`config.mk`:
```
export PLATFORM = sky130hd
export DESIGN_NAME = ppfs_top
export DESIGN_NICKNAME = d
export VERILOG_FILES = /design/src/core/ppfs_pkg.sv /design/src/core/ppfs_edge_det.sv /design/src/core/ppfs_sclk_gen.sv /design/src/core/ppfs_top.sv
export VERILOG_INCLUDE_DIRS = /design/src /design/src/core
export SDC_FILE = /design/constraint.sdc
export NUM_CORES = 1
export LEC_CHECK = 0
export BUFFER_PORTS_ARGS = -buffer_cell sky130_fd_sc_hd__clkbuf_2
export CAP_MARGIN = 20
export CORE_MARGIN = 2
export CORE_UTILIZATION = 54
export DETAILED_ROUTE_END_ITERATION = 10
export PLACE_DENSITY = 0.85
export SYNTH_ARGS = -nofsm -noshare
export SYNTH_HDL_FRONTEND = slang
export SYNTH_HIERARCHICAL = 1
export SYNTH_SLANG_ARGS = --single-unit
```
`constraint.sdc`:
```
create_clock -name core_clk -period 2.08 [get_ports core_clk]
set_input_delay 0.104 -clock core_clk [delete_from_list [all_inputs] [get_ports core_clk]]
set_output_delay 0.104 -clock core_clk [all_outputs]
set_load 0.05 [all_outputs]
```
`src/core/ppfs_defines.svh`:
```
// Constants for the port pin function select block: offsets, field positions, counts.
// Assumes inclusion by bare name from the core/ files.
`ifndef PPFS_DEFINES_SVH
`define PPFS_DEFINES_SVH

// ----------------------------------------
// Register offsets
// ----------------------------------------
`define PPFS_ADDR_W          8
`define PPFS_OFF_PA_DATA     8'h30
`define PPFS_OFF_PA_DIR      8'h31
`define PPFS_OFF_PB_DATA     8'h32
`define PPFS_OFF_PB_DIR      8'h33
`define PPFS_OFF_PB_FUNC     8'h34
`define PPFS_OFF_PA_PULL     8'h35
`define PPFS_OFF_PB0_PULL    8'h36
`define PPFS_OFF_IRQ_CTRL0   8'h37
`define PPFS_OFF_SER_CTRL    8'h38
`define PPFS_OFF_SEG_SEL     8'h39
`define PPFS_OFF_PB_PULL     8'h3A
`define PPFS_OFF_PA_PIN      8'h3B
`define PPFS_OFF_PB_PIN      8'h3C

// ----------------------------------------
// Field positions
// ----------------------------------------
`define PPFS_IRQ_EXT_EN_BIT  1
`define PPFS_IRQ_ENA_BIT     0
`define PPFS_IRQ_PEND_BIT    4
`define PPFS_FUNC_SIN_BIT    2
`define PPFS_FUNC_SOUT_BIT   1
`define PPFS_FUNC_SCLK_BIT   0
`define PPFS_SER_START_BIT   0
`define PPFS_SER_BUSY_BIT    7
`define PPFS_PB_IRQ_BIT      3
`define PPFS_PB_SIN_BIT      2
`define PPFS_PB_SOUT_BIT     1
`define PPFS_PB_SCLK_BIT     0

// ----------------------------------------
// Reset values and counts
// ----------------------------------------
`define PPFS_RST_BYTE        8'h00
`define PPFS_SCLK_PULSES     4'h8
`define PPFS_SCLK_HALF       4'h4
`define PPFS_IRQ_VECTOR      15'h0004
`define PPFS_STACK_DEPTH     4'h8

`endif

```
`src/core/ppfs_pkg.sv`:
```
// Types for the port pin function select block.
// Assumes nothing beyond a SystemVerilog compiler.
package ppfs_pkg;
    typedef enum logic [2:0] {
        SCK_IDLE = 3'h1,
        SCK_LOW  = 3'h2,
        SCK_HIGH = 3'h4
    } ppfs_sck_t;
endpackage : ppfs_pkg

```
`src/core/ppfs_edge_det.sv`:
```
// Falling edge detector for a synchronous pin input, gated by an enable.
// Assumes the pin is already synchronous to core_clk.
`timescale 1ns/10ps
module ppfs_edge_det (
    input  wire logic core_clk,
    input  wire logic nrst,
    input  wire logic enable,
    input  wire logic pinIn,
    output logic      fallPulse
);
    typedef struct packed {
        logic prev;
    } ppfs_edge_st_t;

    ppfs_edge_st_t stFf;
    ppfs_edge_st_t nxtSt;

    always_comb begin
        nxtSt      = stFf;
        nxtSt.prev = pinIn;
    end

    always_ff @(posedge core_clk or negedge nrst) begin
        if (!nrst) begin
            stFf <= '{prev: 1'b1};
        end else begin
            stFf <= nxtSt;
        end
    end

    // Level alone never fires; outside irq mode edges are ignored
    assign fallPulse = enable & stFf.prev & ~pinIn; // RL5 RL6
endmodule : ppfs_edge_det

```
`src/core/ppfs_sclk_gen.sv`:
```
// Serial clock generator: exactly eight pulses per start, then stops.
// Assumes start is a one-cycle pulse from the register block.
`timescale 1ns/10ps
`include "ppfs_defines.svh"
module ppfs_sclk_gen #(
    parameter int HALF_W = 4
) (
    input  wire logic              core_clk,
    input  wire logic              nrst,
    input  wire logic              start,
    input  wire logic [HALF_W-1:0] halfCycles,
    output logic                   sclkOut,
    output logic                   busy,
    output logic                   sampleStb
);
    typedef struct packed {
        ppfs_pkg::ppfs_sck_t state;
        logic [3:0]          pulses;
        logic [HALF_W-1:0]   cnt;
        logic                sclk;
    } ppfs_sck_st_t;

    ppfs_sck_st_t stFf;
    ppfs_sck_st_t nxtSt;
    logic         halfDone;

    if (HALF_W < 1) begin : g_bad_half
        $error("HALF_W must be at least 1");
    end

    assign halfDone = (stFf.cnt == halfCycles);

    always_comb begin
        nxtSt     = stFf;
        sampleStb = 1'b0;
        case (stFf.state)
            ppfs_pkg::SCK_IDLE: begin
                nxtSt.sclk = 1'b1;
                if (start) begin
                    nxtSt.state  = ppfs_pkg::SCK_LOW;
                    nxtSt.pulses = 4'h0;
                    nxtSt.cnt    = '0;
                    nxtSt.sclk   = 1'b0;
                end
            end
            ppfs_pkg::SCK_LOW: begin
                nxtSt.cnt = stFf.cnt + 1'b1;
                if (halfDone) begin
                    nxtSt.state = ppfs_pkg::SCK_HIGH;
                    nxtSt.cnt   = '0;
                    nxtSt.sclk  = 1'b1;
                    sampleStb   = 1'b1;
                end
            end
            ppfs_pkg::SCK_HIGH: begin
                nxtSt.cnt = stFf.cnt + 1'b1;
                if (halfDone) begin
                    nxtSt.cnt    = '0;
                    nxtSt.pulses = stFf.pulses + 4'h1;
                    // Suspend on its own after the eighth pulse
                    if (stFf.pulses + 4'h1 == `PPFS_SCLK_PULSES) begin // RL10
                        nxtSt.state = ppfs_pkg::SCK_IDLE;
                    end else begin
                        nxtSt.state = ppfs_pkg::SCK_LOW;
                        nxtSt.sclk  = 1'b0;
                    end
                end
            end
            default: begin
                nxtSt.state = ppfs_pkg::SCK_IDLE;
            end
        endcase
    end

    always_ff @(posedge core_clk or negedge nrst) begin
        if (!nrst) begin
            stFf <= '{state: ppfs_pkg::SCK_IDLE, pulses: 4'h0, cnt: '0, sclk: 1'b1};
        end else begin
            stFf <= nxtSt;
        end
    end

    assign sclkOut = stFf.sclk;
    assign busy    = (stFf.state != ppfs_pkg::SCK_IDLE);
endmodule : ppfs_sclk_gen

```
`src/core/ppfs_top.sv`:
```
// Port pin function select: port A, port B function muxing, low segment lines.
// Assumes synchronous pin inputs and a register master that never waits.
`timescale 1ns/10ps
`include "ppfs_defines.svh"

// What this block does
// RL1 - Port A bits each output or input, pull-ups from port_a_pullup_ctrl
// RL2 - Port A wake-up per bit chosen by build parameter
// RL3 - Port B bits 4 and 5 are bidirectional with software pull-up
// RL4 - Irq control bit 1 turns port B bit 3 into irq input
// RL5 - External irq request on falling edge only, never on level
// RL6 - Port B bit 3 in I/O mode raises no irq
// RL7 - Port B bit 2 is I/O or serial input without pull-up
// RL8 - Port B bit 1 is I/O or push-pull serial output
// RL9 - Port B bit 0 is I/O or serial clock; pull-up via port_b_bit0_pullup_ctrl
// RL10 - Serial clock stops after exactly eight pulses
// RL11 - Four low segment lines drive LCD or keyscan strobes
// RL12 - External circuit drives active-low reset to reset chip
// RL13 - Accepted irq vectors to 004H if enabled and stack not full
module ppfs_top #(
    parameter logic [7:0] WAKE_MASK = 8'h00,
    parameter int         SEG_N     = 4,
    parameter int         HALF_W    = 4
) (
    input  wire logic                     core_clk,
    input  wire logic                     nrst,
    input  wire logic [`PPFS_ADDR_W-1:0]  regAddr,
    input  wire logic [7:0]               regWdata,
    input  wire logic                     regWr,
    input  wire logic                     regRd,
    output logic      [7:0]               regRdata,
    input  wire logic [7:0]               portALinesIn,
    output logic      [7:0]               portALinesOut,
    output logic      [7:0]               portALinesOe,
    output logic      [7:0]               portALinesPull,
    output logic                          wakeReq,
    input  wire logic [5:0]               portBIn,
    output logic      [5:0]               portBOut,
    output logic      [5:0]               portBOe,
    output logic      [5:0]               portBPull,
    input  wire logic [SEG_N-1:0]         lcdSegDrive,
    input  wire logic [SEG_N-1:0]         keyStrobe,
    output logic      [SEG_N-1:0]         lcdDriveLinesLow,
    input  wire logic                     serialTxBit,
    output logic                          serialRxBit,
    output logic                          serialSampleStb,
    input  wire logic [3:0]               stackLevel,
    input  wire logic                     irqAck,
    output logic                          irqVectorReq,
    output logic      [14:0]              irqVectorAddr
);
    // ----------------------------------------
    // State
    // ----------------------------------------
    typedef struct packed {
        logic [7:0]        paData;
        logic [7:0]        paDir;
        logic [7:0]        paPull;
        logic [5:0]        pbData;
        logic [5:0]        pbDir;
        logic [5:0]        pbPull;
        logic [7:0]        pb0Pull;
        logic [2:0]        pbFunc;
        logic [7:0]        irqCtrl0;
        logic [SEG_N-1:0]  segSel;
        logic [7:0]        paPinPrev;
        logic [7:0]        rdata;
        logic              serStart;
    } ppfs_top_st_t;

    ppfs_top_st_t stFf;
    ppfs_top_st_t nxtSt;
    logic         sclkOut;
    logic         serBusy;
    logic         extFall;
    logic         irqMode;
    logic         stackFull;

    if (SEG_N < 1 || SEG_N > 8) begin : g_bad_seg
        $error("SEG_N must be 1 to 8");
    end
    // The half-period count is cut to HALF_W bits, so it must fit
    if ((1 << HALF_W) <= int'(`PPFS_SCLK_HALF)) begin : g_bad_half
        $error("HALF_W too narrow for the half-period count");
    end

    function automatic logic isReg(input logic [`PPFS_ADDR_W-1:0] a,
                                   input logic [`PPFS_ADDR_W-1:0] off);
        isReg = (a == off);
    endfunction : isReg

    // ----------------------------------------
    // Sub-blocks
    // ----------------------------------------
    assign irqMode = stFf.irqCtrl0[`PPFS_IRQ_EXT_EN_BIT]; // RL4

    ppfs_edge_det u_edge (
        .core_clk  (core_clk),
        .nrst      (nrst),
        .enable    (irqMode),
        .pinIn     (portBIn[`PPFS_PB_IRQ_BIT]),
        .fallPulse (extFall)
    );

    ppfs_sclk_gen #(.HALF_W(HALF_W)) u_sclk (
        .core_clk   (core_clk),
        .nrst       (nrst),
        .start      (stFf.serStart),
        .halfCycles (HALF_W'(`PPFS_SCLK_HALF)),
        .sclkOut    (sclkOut),
        .busy       (serBusy),
        .sampleStb  (serialSampleStb)
    );

    assign stackFull = (stackLevel >= `PPFS_STACK_DEPTH);

    // ----------------------------------------
    // Register file and events
    // ----------------------------------------
    always_comb begin
        nxtSt           = stFf;
        nxtSt.serStart  = 1'b0;
        nxtSt.paPinPrev = portALinesIn;
        nxtSt.rdata     = `PPFS_RST_BYTE;
        if (regWr) begin
            if (isReg(regAddr, `PPFS_OFF_PA_DATA))   nxtSt.paData = regWdata;
            if (isReg(regAddr, `PPFS_OFF_PA_DIR))    nxtSt.paDir = regWdata;
            if (isReg(regAddr, `PPFS_OFF_PA_PULL))   nxtSt.paPull = regWdata; // RL1
            if (isReg(regAddr, `PPFS_OFF_PB_DATA))   nxtSt.pbData = regWdata[5:0];
            if (isReg(regAddr, `PPFS_OFF_PB_DIR))    nxtSt.pbDir = regWdata[5:0];
            if (isReg(regAddr, `PPFS_OFF_PB_PULL))   nxtSt.pbPull = regWdata[5:0]; // RL3
            if (isReg(regAddr, `PPFS_OFF_PB0_PULL))  nxtSt.pb0Pull = regWdata; // RL9
            if (isReg(regAddr, `PPFS_OFF_PB_FUNC))   nxtSt.pbFunc = regWdata[2:0];
            if (isReg(regAddr, `PPFS_OFF_SEG_SEL))   nxtSt.segSel = regWdata[SEG_N-1:0]; // RL11
            if (isReg(regAddr, `PPFS_OFF_IRQ_CTRL0)) begin
                // Pending bit is write-one-to-clear; other bits plain
                nxtSt.irqCtrl0 = regWdata;
                nxtSt.irqCtrl0[`PPFS_IRQ_PEND_BIT] = stFf.irqCtrl0[`PPFS_IRQ_PEND_BIT]
                    & ~regWdata[`PPFS_IRQ_PEND_BIT];
            end
            if (isReg(regAddr, `PPFS_OFF_SER_CTRL) && regWdata[`PPFS_SER_START_BIT]
                && stFf.pbFunc[`PPFS_FUNC_SCLK_BIT] && !serBusy) begin
                nxtSt.serStart = 1'b1;
            end
        end
        // Acknowledge drops pending; a new edge in the same cycle wins
        if (irqAck) nxtSt.irqCtrl0[`PPFS_IRQ_PEND_BIT] = 1'b0;
        if (extFall) nxtSt.irqCtrl0[`PPFS_IRQ_PEND_BIT] = 1'b1; // RL5
        if (regRd) begin
            case (regAddr)
                `PPFS_OFF_PA_DATA:   nxtSt.rdata = stFf.paData;
                `PPFS_OFF_PA_DIR:    nxtSt.rdata = stFf.paDir;
                `PPFS_OFF_PA_PULL:   nxtSt.rdata = stFf.paPull;
                `PPFS_OFF_PB_DATA:   nxtSt.rdata = {2'h0, stFf.pbData};
                `PPFS_OFF_PB_DIR:    nxtSt.rdata = {2'h0, stFf.pbDir};
                `PPFS_OFF_PB_PULL:   nxtSt.rdata = {2'h0, stFf.pbPull};
                `PPFS_OFF_PB0_PULL:  nxtSt.rdata = stFf.pb0Pull;
                `PPFS_OFF_PB_FUNC:   nxtSt.rdata = {5'h00, stFf.pbFunc};
                `PPFS_OFF_IRQ_CTRL0: nxtSt.rdata = stFf.irqCtrl0;
                `PPFS_OFF_SER_CTRL:  nxtSt.rdata = {serBusy, 7'h00};
                `PPFS_OFF_SEG_SEL:   nxtSt.rdata = 8'(stFf.segSel);
                `PPFS_OFF_PA_PIN:    nxtSt.rdata = portALinesIn;
                `PPFS_OFF_PB_PIN:    nxtSt.rdata = {2'h0, portBIn};
                default:             nxtSt.rdata = `PPFS_RST_BYTE;
            endcase
        end
    end

    always_ff @(posedge core_clk or negedge nrst) begin
        // Chip clear is active low and asynchronous
        if (!nrst) begin // RL12
            stFf <= '0;
        end else begin
            stFf <= nxtSt;
        end
    end

    assign regRdata = stFf.rdata;

    // ----------------------------------------
    // Port A
    // ----------------------------------------
    // Outputs are push-pull; inputs get pull-up only when selected
    assign portALinesOut  = stFf.paData; // RL1
    assign portALinesOe   = stFf.paDir; // RL1
    assign portALinesPull = stFf.paPull & ~stFf.paDir; // RL1
    // Wake-up lines fixed at build time; any falling masked input wakes
    assign wakeReq = |(WAKE_MASK & ~stFf.paDir & stFf.paPinPrev & ~portALinesIn); // RL2

    // ----------------------------------------
    // Port B muxing
    // ----------------------------------------
    always_comb begin
        portBOut  = stFf.pbData;
        portBOe   = stFf.pbDir; // RL3
        portBPull = stFf.pbPull & ~stFf.pbDir; // RL3
        portBPull[`PPFS_PB_SCLK_BIT] = stFf.pb0Pull[0] & ~stFf.pbDir[`PPFS_PB_SCLK_BIT]; // RL9
        if (irqMode) begin
            portBOe[`PPFS_PB_IRQ_BIT] = 1'b0; // RL4
        end
        if (stFf.pbFunc[`PPFS_FUNC_SIN_BIT]) begin
            portBOe[`PPFS_PB_SIN_BIT]   = 1'b0; // RL7
            portBPull[`PPFS_PB_SIN_BIT] = 1'b0; // RL7
        end
        if (stFf.pbFunc[`PPFS_FUNC_SOUT_BIT]) begin
            portBOut[`PPFS_PB_SOUT_BIT]  = serialTxBit; // RL8
            portBOe[`PPFS_PB_SOUT_BIT]   = 1'b1; // RL8
            portBPull[`PPFS_PB_SOUT_BIT] = 1'b0;
        end
        if (stFf.pbFunc[`PPFS_FUNC_SCLK_BIT]) begin
            portBOut[`PPFS_PB_SCLK_BIT]  = sclkOut; // RL10
            portBOe[`PPFS_PB_SCLK_BIT]   = 1'b1; // RL9
            portBPull[`PPFS_PB_SCLK_BIT] = 1'b0;
        end
    end

    assign serialRxBit = stFf.pbFunc[`PPFS_FUNC_SIN_BIT] & portBIn[`PPFS_PB_SIN_BIT]; // RL7

    // ----------------------------------------
    // Low segment lines
    // ----------------------------------------
    genvar gi;
    generate
        for (gi = 0; gi < SEG_N; gi++) begin : g_seg
            assign lcdDriveLinesLow[gi] = stFf.segSel[gi] ? keyStrobe[gi] : lcdSegDrive[gi]; // RL11
        end
    endgenerate

    // ----------------------------------------
    // Vector request
    // ----------------------------------------
    // Held until acknowledged or cleared by writing one to the pending bit; a full stack simply defers it
    assign irqVectorReq = stFf.irqCtrl0[`PPFS_IRQ_PEND_BIT]
                        & stFf.irqCtrl0[`PPFS_IRQ_ENA_BIT] & ~stackFull; // RL13
    assign irqVectorAddr = `PPFS_IRQ_VECTOR; // RL13
endmodule : ppfs_top

```
== Word level (Yosys, flattened, before mapping) ==
Cells that the tools add are included.

* Register bits: 87
* Bits in latches: 0
* RAM bits: 0
* Bits in read-only memories: 0
* Input bits: 48
* Output and inout bits: 73
* Logic and storage cells: 115
* Memories kept: 0

* $add $sub $neg: 2
* $mul: 0
* Div/mod/pow operators: 0
* $lt $le $gt $ge: 1
* Eq/ne operators: 23
* Shifts and indexed selects: 0
* Multiplexer cells: 33
* Bitwise logic cells: 15
* Reductions and logical operators: 23

{| class="wikitable"
|+ Operators with widths
! cell !! count
|-
| $eq 8x6->1 const B || 13
|-
| $pmux 8 s13 || 1
|-
| $mux 12 || 2
|-
| $reduce_and 2->1 || 12
|-
| $mux 1 || 20
|-
| $pmux 5 s3 || 1
|-
| $mux 5 || 2
|-
| $mux 9 || 1
|-
| $pmux 3 s3 || 1
|-
| $reduce_bool 3->1 || 3
|-
| $add 4x1->4 const B || 2
|-
| $and 8x8->8 || 1
|-
| $mux 8 || 1
|-
| $not 8->8 || 1
|-
| $pmux 4 s2 || 1
|-
| $and 1x1->1 || 7
|-
| $and 6x6->6 || 1
|-
| $not 6->6 || 1
|-
| $reduce_and 3->1 || 2
|-
| $eq 4x3->1 const B || 1
|-
| $eq 4x4->1 const B || 1
|-
| $ge 4x4->1 const B || 1
|-
| $mux 4 || 1
|-
| $ne 2x1->1 const B || 2
|-
| 12 further kinds || 18
|}

== Logic depth before layout (Yosys ltp) ==
Gate-level depths: netlist (run 1).

* Depth in word-level cells: 6
* Gate-level depth with buffers: 7
* Mapped depth without buffers: 5

== Modules after synthesis ==
The synthesis (run 1) kept the hierarchy.

{| class="wikitable"
|+ Modules (own cells, without submodules)
! module !! times used !! cells an instance !! area an instance (um^2) !! seq. area each (um^2)
|-
| ppfs_top || 1 || 375 || 4265.3 || 1851.8
|-
| ppfs_sclk_gen || 1 || 75 || 730.7 || 302.8
|-
| ppfs_edge_det || 1 || 2 || 35.0 || 26.3
|}

== Worst setup path before layout (run 1) ==
No wires, ideal clock.

* Path type: reg2out
* From: register u_sclk/stFf[4] (netlist bit)
* To: output serialSampleStb
* Arrival: 1.870 ns
* Required time: 1.976 ns
* Slack: 0.106 ns
* Stages on the path, launching flop included: 4
* Buffers on the path: 0
* Cell sequence: dfrtp_1 -> xnor2_1 -> nand4_2 -> nor3_1

* Longest elaborated chain between the ends: 3

{| class="wikitable"
|+ RTL lines
! item !! line !! source
|-
| start, declared || ppfs_sclk_gen.sv:23 || <nowiki>ppfs_sck_st_t stFf;</nowiki>
|-
| start signal, assigned || ppfs_sclk_gen.sv:77 || <nowiki>stFf <= '{state: ppfs_pkg::SCK_IDLE, pulses: 4'h0, cnt: '0, sclk: 1'b1};</nowiki>
|-
| start signal, assigned || ppfs_sclk_gen.sv:79 || <nowiki>stFf <= nxtSt;</nowiki>
|-
| $eq 4x3->1 || ppfs_sclk_gen.sv:31 || <nowiki>assign halfDone = (stFf.cnt == halfCycles);</nowiki>
|-
| $mux 1 || ppfs_sclk_gen.sv:48 || <nowiki>if (halfDone) begin</nowiki>
|-
| $mux 1 || ppfs_sclk_gen.sv:36 || <nowiki>case (stFf.state)</nowiki>
|-
| end, declared || ppfs_top.sv:46 || <nowiki>output logic serialSampleStb,</nowiki>
|}

No other way between the ends.

== Final worst setup path (run 1) ==
* From: register u_sclk/stFf[1] (netlist bit)
* To: output serialSampleStb

The elaborated chain is that of the path after synthesis.

==> results.md, run 1 <==
- Status: completed
- Max Slew Vio Count: 0
- Pin count of the biggest net entering global routing: between 40 and 50
- Area grow syn2layout: 13.1%
- Mux cell area share after synthesis: 19.9%
- Synthesized instance count: 452
- NetSw: ~1.1 mW
- Worst Max-Slew Pin Slew: about 0.56 ns
- Post-CTS sizing: 0
- Worst setup margin: 0.220 ns
- Global routing usage on met3: 5.96%
- Min-delay src: regWdata[7]
- Mean Syn Cell Area: ~11 um2
- RR Startpoint: u_sclk/stFf[5]
- DP HPWL: 9170 um
- CTS tree: done
- Longest Clk Path Bufs: 2
- Initial DRC count: 314
- Final min period: 1.86 ns
- Tot GR Track Use: 25.8%
- EDFF count, synth: 0
- Clock share of power: between 30% and 40%
- DRC viols: 0
- Share of cells above drive strength 1: 43.5%
- RSZ-0062 raised after global routing: false
- Worst Path Required: 1.98 ns
- CP startpoint: u_sclk/stFf[1]
- Simple-Gate Fraction of Synth Area: 16.7%
- Gpl congestion: about 0.9
- DP Worst Slack: 0.314 ns
- Number of global-route vias before repair: 3786
- Final Total Pwr: 3.96 mW
- Synth Cell Area: 5030 um2
- Full die area: between 10000 and 15000 um2
- Final setup vio count: 0
- Met1 global-route usage: 34.0%
- Number of port buffers: 101
- Number of CTS-inserted buffers: 9
- Final Hold Fails: 0
- Pwr dens: 696 nW/um2
- Vias: 3864
- Setup crit start kind: register
- Worst Skew: 0.00472 ns
- CP Max Fanout: 7
- Worst EP arrival: about 1.8 ns
- Synth area leader: dfrtp_1
- Initial antenna violation count: 0
- Register bit total from synthesis: 87
- Commonest non-fill, non-tap cell in the layout: clkbuf_2
- R2r endpoint: u_sclk/stFf[9]
- GR Util met2: 40.7%
- Combinational family with the most area after synthesis: multiplexers
- Slew HR: between 60% and 70%
- Clock-pin slew on the worst setup and hold paths: 0.08 ns
- Hold EP: portALinesOe[7]
- Critical Setup Path Class: register to primary output
- Sink Count: 87
- Reg2reg setup slack: 0.44 ns
- Vias/cell: 5.97
- Crit share post-route: between 80% and 90%
- Die H: slightly above 100 um
- FFs w/ async S/R, synth: 100%
- Non-filler cells, final: 647
- TritonRoute pass-1 iters: 7
- GR peak layer: met2
- Worst vdd ir: 0.000444 V
- Drt wl/cell: 19.4 um
- Clk_lat worst skew: 0.37 ns
- Setup crit end kind: primary output
- Setup bufs post-CTS: 0
- I/O Pins: between 100 and 150
- Synth Area in XOR/XNOR: 1.22%
- Post-synthesis sequential area ratio: 43.3%
- Congestion Overflow GR: 0
- Logic gate share of total power: 16.0%
- Synth Area in Compound Gates: 8.58%
- Final ANT Viol Nets: 0
- # diodes: 0
- Synth Area in Adders: 0.746%
- Hold depth: 2
- Area occupied by multi-input gates: 2450 um2
- Std cell rows: 35
- Post-route setup TNS: 0 ns
- Reg2Reg Depth: 4
- Final WL: 12600 um
- Syn. warnings: 6
- FF+latch area: ~2200 um2
- Switch share: roughly 28%
- Die Wd: 101 um
- Fmax: 538 MHz
- Core area: 9150 um2
- MaxCap Viol Count: 0
- Initial core utilization: 55.0%
- H-tree depth: 3
- Fillcell total: between 700 and 800
- HP Class: input pin to register
- Placed cells: about 630
- Root Buffer: clkbuf_8
- Final #Nets: ~580
- First-pass GRT wire length: between 15000 and 20000 um
- Top post-synthesis cells by area: dfrtp_1 (42%), mux2_2 (17%), buf_4 (7.2%)
- Static Leak: 2.81 nW
- Final core utilization: between 60 and 70%
- Int Pwr: 2.86 mW
- Synth top area share: 41.8%
- Ys flop type: dfrtp_1
- Sequential share of power: between 40% and 50%
- Library cells used by synthesis: 64
- Most frequent cells in the layout: clkbuf_2 (100), dfrtp_1 (84), mux2_2 (77), conb_1 (20), nand2_1 (18)
## synthesized netlist by cell type (4+ instances only)
cell,count
nand3_1,14
nor3b_1,4
nand3b_1,9
a22o_1,4
dfrtp_1,84
a221oi_1,4
buf_4,48
inv_1,10
mux2i_1,11
a31oi_1,7
nand2_1,18
a21oi_1,10
nand3_2,4
nor2_4,5
clkbuf_1,4
nor3_1,4
nor2_1,16
buf_2,8
nand2b_1,6
nor2b_1,16
mux2_2,77
o21ai_0,14
xnor2_1,4
## metrics by stage
step / hold WS [ns] / instance area (um2)
floorplan: -0.192 / 5100
global placement: 0.120 / 5410
detailed placement: 0.132 / 5410
CTS: 0.0311 / 5690
global route: 0.0318 / 5690
finish: 0.0349 / 5690
## power groups by stage
stage / Sequential [mW] / Clock (mW) / Combinational (mW)
CTS: 1.80 / 1.54 / 0.633
finish: 1.80 / 1.53 / 0.632
global route: 1.81 / 1.63 / 0.670
detailed placement: 1.84 / 0 / 0.627
global placement: 1.83 / 0 / 0.616
floorplan: 1.82 / 0 / 0.501
## sequential cells by signal, indices dropped and copies added, names as in the netlist, 2 cells and up
register,count
stFf,43
portALinesOut,8
portBOut,4
u_sclk/stFf,11
portBOe,2
portALinesOe,8
regRdata,8
## critical path: stages, from the launching register on
cell,delay (ns)
dfrtp_1,0.44
xnor2_1,0.21
nand4_2,0.22
nor3_1,0.22
clkbuf_2,0.31
## routing by layer
layer	routed length, um	share of wire, %
met5	0	0
met4	473	3.8
met3	953	7.6
met2	6070	48
met1	5070	40
## how the worst max path moves through the flow
stage          cells past startpoint  slack, ns         endpoint
6_report                           4       0.22  serialSampleStb
4_1_cts                            4       0.20  serialSampleStb
3_5_place_dp                       5       0.31         stFf[61]
3_3_place_gp                       5       0.36         stFf[19]
2_1_floorplan                      3       0.11  serialSampleStb
5_1_grt                            4       0.13  serialSampleStb
## cell families (layout without fill, tap and decap cells)
family | after synthesis | in the layout
adders and majority gates | 3 | 3
and+or+nand+nor | 129 | 129
muxes | 89 | 89
AOI/OAI and AO/OA | 62 | 62
DFF | 87 | 87
xor gates and xnor gates | 7 | 7
buffers and inverters | 73 | 139
other | 2 | 20
## timing repair
| action | CTS | global route |
|---|---|---|
| endpoints found under the hold margin | 41 | 0 |
| endpoints found under the setup margin | 0 | 0 |
| hold buffers | 2 | 0 |
## layout make-up
| type | count | area share (%) |
|---|---|---|
| clock inverters | 6 | 2.33 |
| inverters | 10 | 0.659 |
| well taps | 111 | 2.44 |
| flip-flops and latches | 87 | 38.3 |
| multi-input cells | 310 | 43.0 |
| repair buffers | 113 | 11.0 |
| clock buffers | 10 | 2.24 |
No activity file was read; power rests on OpenSTA's default activity.
==> run 2, diff against run 1 <==
CELL_PAD_IN_SITES_DETAIL_PLACEMENT = 2   (was not set)
CELL_PAD_IN_SITES_GLOBAL_PLACEMENT = 2   (was not set)
CORE_MARGIN = not set   (was 2)
CORE_UTILIZATION = 34   (was 54)
==> results.md, run 2 (synthesis gave the netlist of run 1 again) <==
- CTS tree: done
- Initial DRC count: 179
- Final setup vio count: 0
- Number of global-route vias before repair: 4210
- Post-route setup TNS: 0 ns
- Final WL: approximately 16000 um
- Die H: ~120 um
- Clock-pin slew on the worst setup and hold paths: 0.06 ns
- Final Total Pwr: 4.36 mW
- Reg2Reg Depth: 4
- Hold depth: 2
- Fmax: 529 MHz
- Die Wd: between 100 and 150 um
- Post-CTS sizing: 0
- Logic gate share of total power: 15.1%
- Final #Nets: approximately 600
- Drt wl/cell: 22.3 um
- Placed Area: 5530 um2
- Setup crit start kind: register
- Int Pwr: about 3.1 mW
- Fin area: 5890 um2
- MaxCap Viol Count: 0
- Most frequent cells in the layout: clkbuf_2 (100), dfrtp_1 (84), mux2_2 (77), conb_1 (20), nand2_1 (18)
- Min-delay src: regWdata[6]
- Full die area: 15300 um2
- Final ANT Viol Nets: 0
- Fillcell total: 1530
- Top flop regs: stFf x43, u_sclk/stFf x11
- Largest register by flop count: stFf
- HP Class: input pin to register
- Area grow syn2layout: 17.1%
- Worst Path Required: between 1.5 and 2 ns
- Pin count of the biggest net entering global routing: 46
- Clk_lat worst skew: 0.35 ns
- Gpl congestion: around 0.86
- Worst Max-Slew Pin Slew: 0.618 ns
- Status: completed
- Clock share of power: 43.4%
- I/O Pins: 121
- Final Hold Fails: 0
- Sequential share of power: 41.5%
- Worst EP arrival: 1.79 ns
- Tot GR Track Use: between 20% and 30%
- Congestion Overflow GR: 0
- Commonest non-fill, non-tap cell in the layout: clkbuf_2
- DP Worst Slack: roughly 0.23 ns
- TritonRoute pass-1 iters: 4
- NetSw: 1.21 mW
- Hold EP: stFf[27]
- Initial antenna violation count: 0
- Sink Count: 87
- Critical Setup Path Class: register to primary output
- Worst vdd ir: 0.000338 V
- # diodes: 0
- Number of CTS-inserted buffers: 9
- FF+latch area: 2180 um2
- Core area: 14500 um2
- R2r endpoint: u_sclk/stFf[9]
- Max Slew Vio Count: 0
- Vias: roughly 3900
- Area occupied by multi-input gates: 2450 um2
- Reg2reg setup slack: approximately 0.29 ns
- Share of cells above drive strength 1: 44.0%
- Static Leak: 2.87 nW
- DP HPWL: 11900 um
- CP Max Fanout: 7
- Crit share post-route: 90.9%
- Root Buffer: clkbuf_16
- Max reg flops: 43
- Vias/cell: 5.34
- Final min period: 1.89 ns
- Switch share: 27.8%
- Worst setup margin: 0.189 ns
- DRC viols: 0
- Placed cells: 705
- Number of port buffers: 101
- Setup crit end kind: primary output
- Non-filler cells, final: 723
- Longest Clk Path Bufs: 2
- Std cell rows: 44
- Initial core utilization: 34.7%
- H-tree depth: 3
- RR Startpoint: u_sclk/stFf[5]
- RSZ-0062 raised after global routing: false
- Pwr dens: 740 nW/um2
- Worst Skew: 0.00320 ns
- Slew HR: 58.6%
- First-pass GRT wire length: 24700 um
==> run 2: cell types whose count changed in the layout (fill, tap and decap cells not counted) <==
cell / delta
clkbuf_16: +9
clkbuf_8: -8
buf_4: +3
bufinv_16: -1
clkbuf_1: -1
clkinv_2: +1
==> run 2: critical path: stages, from the launching register on <==
cell      delay [ns]
dfrtp_1         0.43
xnor2_1         0.21
nand4_2         0.23
nor3_1          0.26
clkbuf_2        0.31
==> run 2: repair_timing <==
| action | 4_1_cts | 5_1_grt |
|---|---|---|
| hold buffers | 2 | 0 |
| buffers inserted | 0 | 0 |
| endpoints found under the hold margin | 42 | 0 |
==> run 2: worst max-delay path by stage <==
stage / end / slack, ns / cells past startpoint / from
after floorplan: serialSampleStb / 0.11 / 3 / u_sclk/stFf[4]
after detailed placement: stFf[62] / 0.23 / 5 / regAddr[2]
after global routing: serialSampleStb / 0.04 / 4 / u_sclk/stFf[2]
final: serialSampleStb / 0.19 / 4 / u_sclk/stFf[2]
after CTS: serialSampleStb / 0.18 / 4 / u_sclk/stFf[1]
after global placement: stFf[19] / 0.31 / 5 / regAddr[1]
==> run 2: power by group through the flow <==
stage	registers (mW)	clock network [mW]	logic, mW
floorplan	1.82	0	0.501
global placement	1.83	0	0.632
detailed placement	1.84	0	0.654
CTS	1.81	1.94	0.664
global route	1.82	2.00	0.699
finish	1.81	1.89	0.660
==> run 2: cell type report <==
| type | count | area share [%] |
|---|---|---|
| well taps | 184 | 3.91 |
| clock inverters | 6 | 1.83 |
| flip-flops and latches | 87 | 37.0 |
| inverters | 10 | 0.637 |
| multi-input cells | 310 | 41.5 |
| clock buffers | 10 | 4.06 |
| repair buffers | 116 | 11.0 |
==> run 2: per-layer routing <==
| metal | part of all wire, % | GRT usage, % | up-vias |
|---|---|---|---|
| met5 | 0 | 0 | - |
| li1 | - | - | 1730 |
| met1 | 41 | 27.1 | 1987 |
| met4 | 2.4 | 9.49 | 0 |
| met2 | 52 | 38.6 | 111 |
| met3 | 4.5 | 4.62 | 30 |
==> run 2: stage by stage <==
step / util (%) / hold WS, ns
2_1_floorplan: - / -0.192
3_3_place_gp: 38.2 / 0.137
3_5_place_dp: 38.2 / 0.155
5_1_grt: 40.7 / 0.0509
4_1_cts: 40.7 / 0.0437
6_report: 40.7 / 0.0589
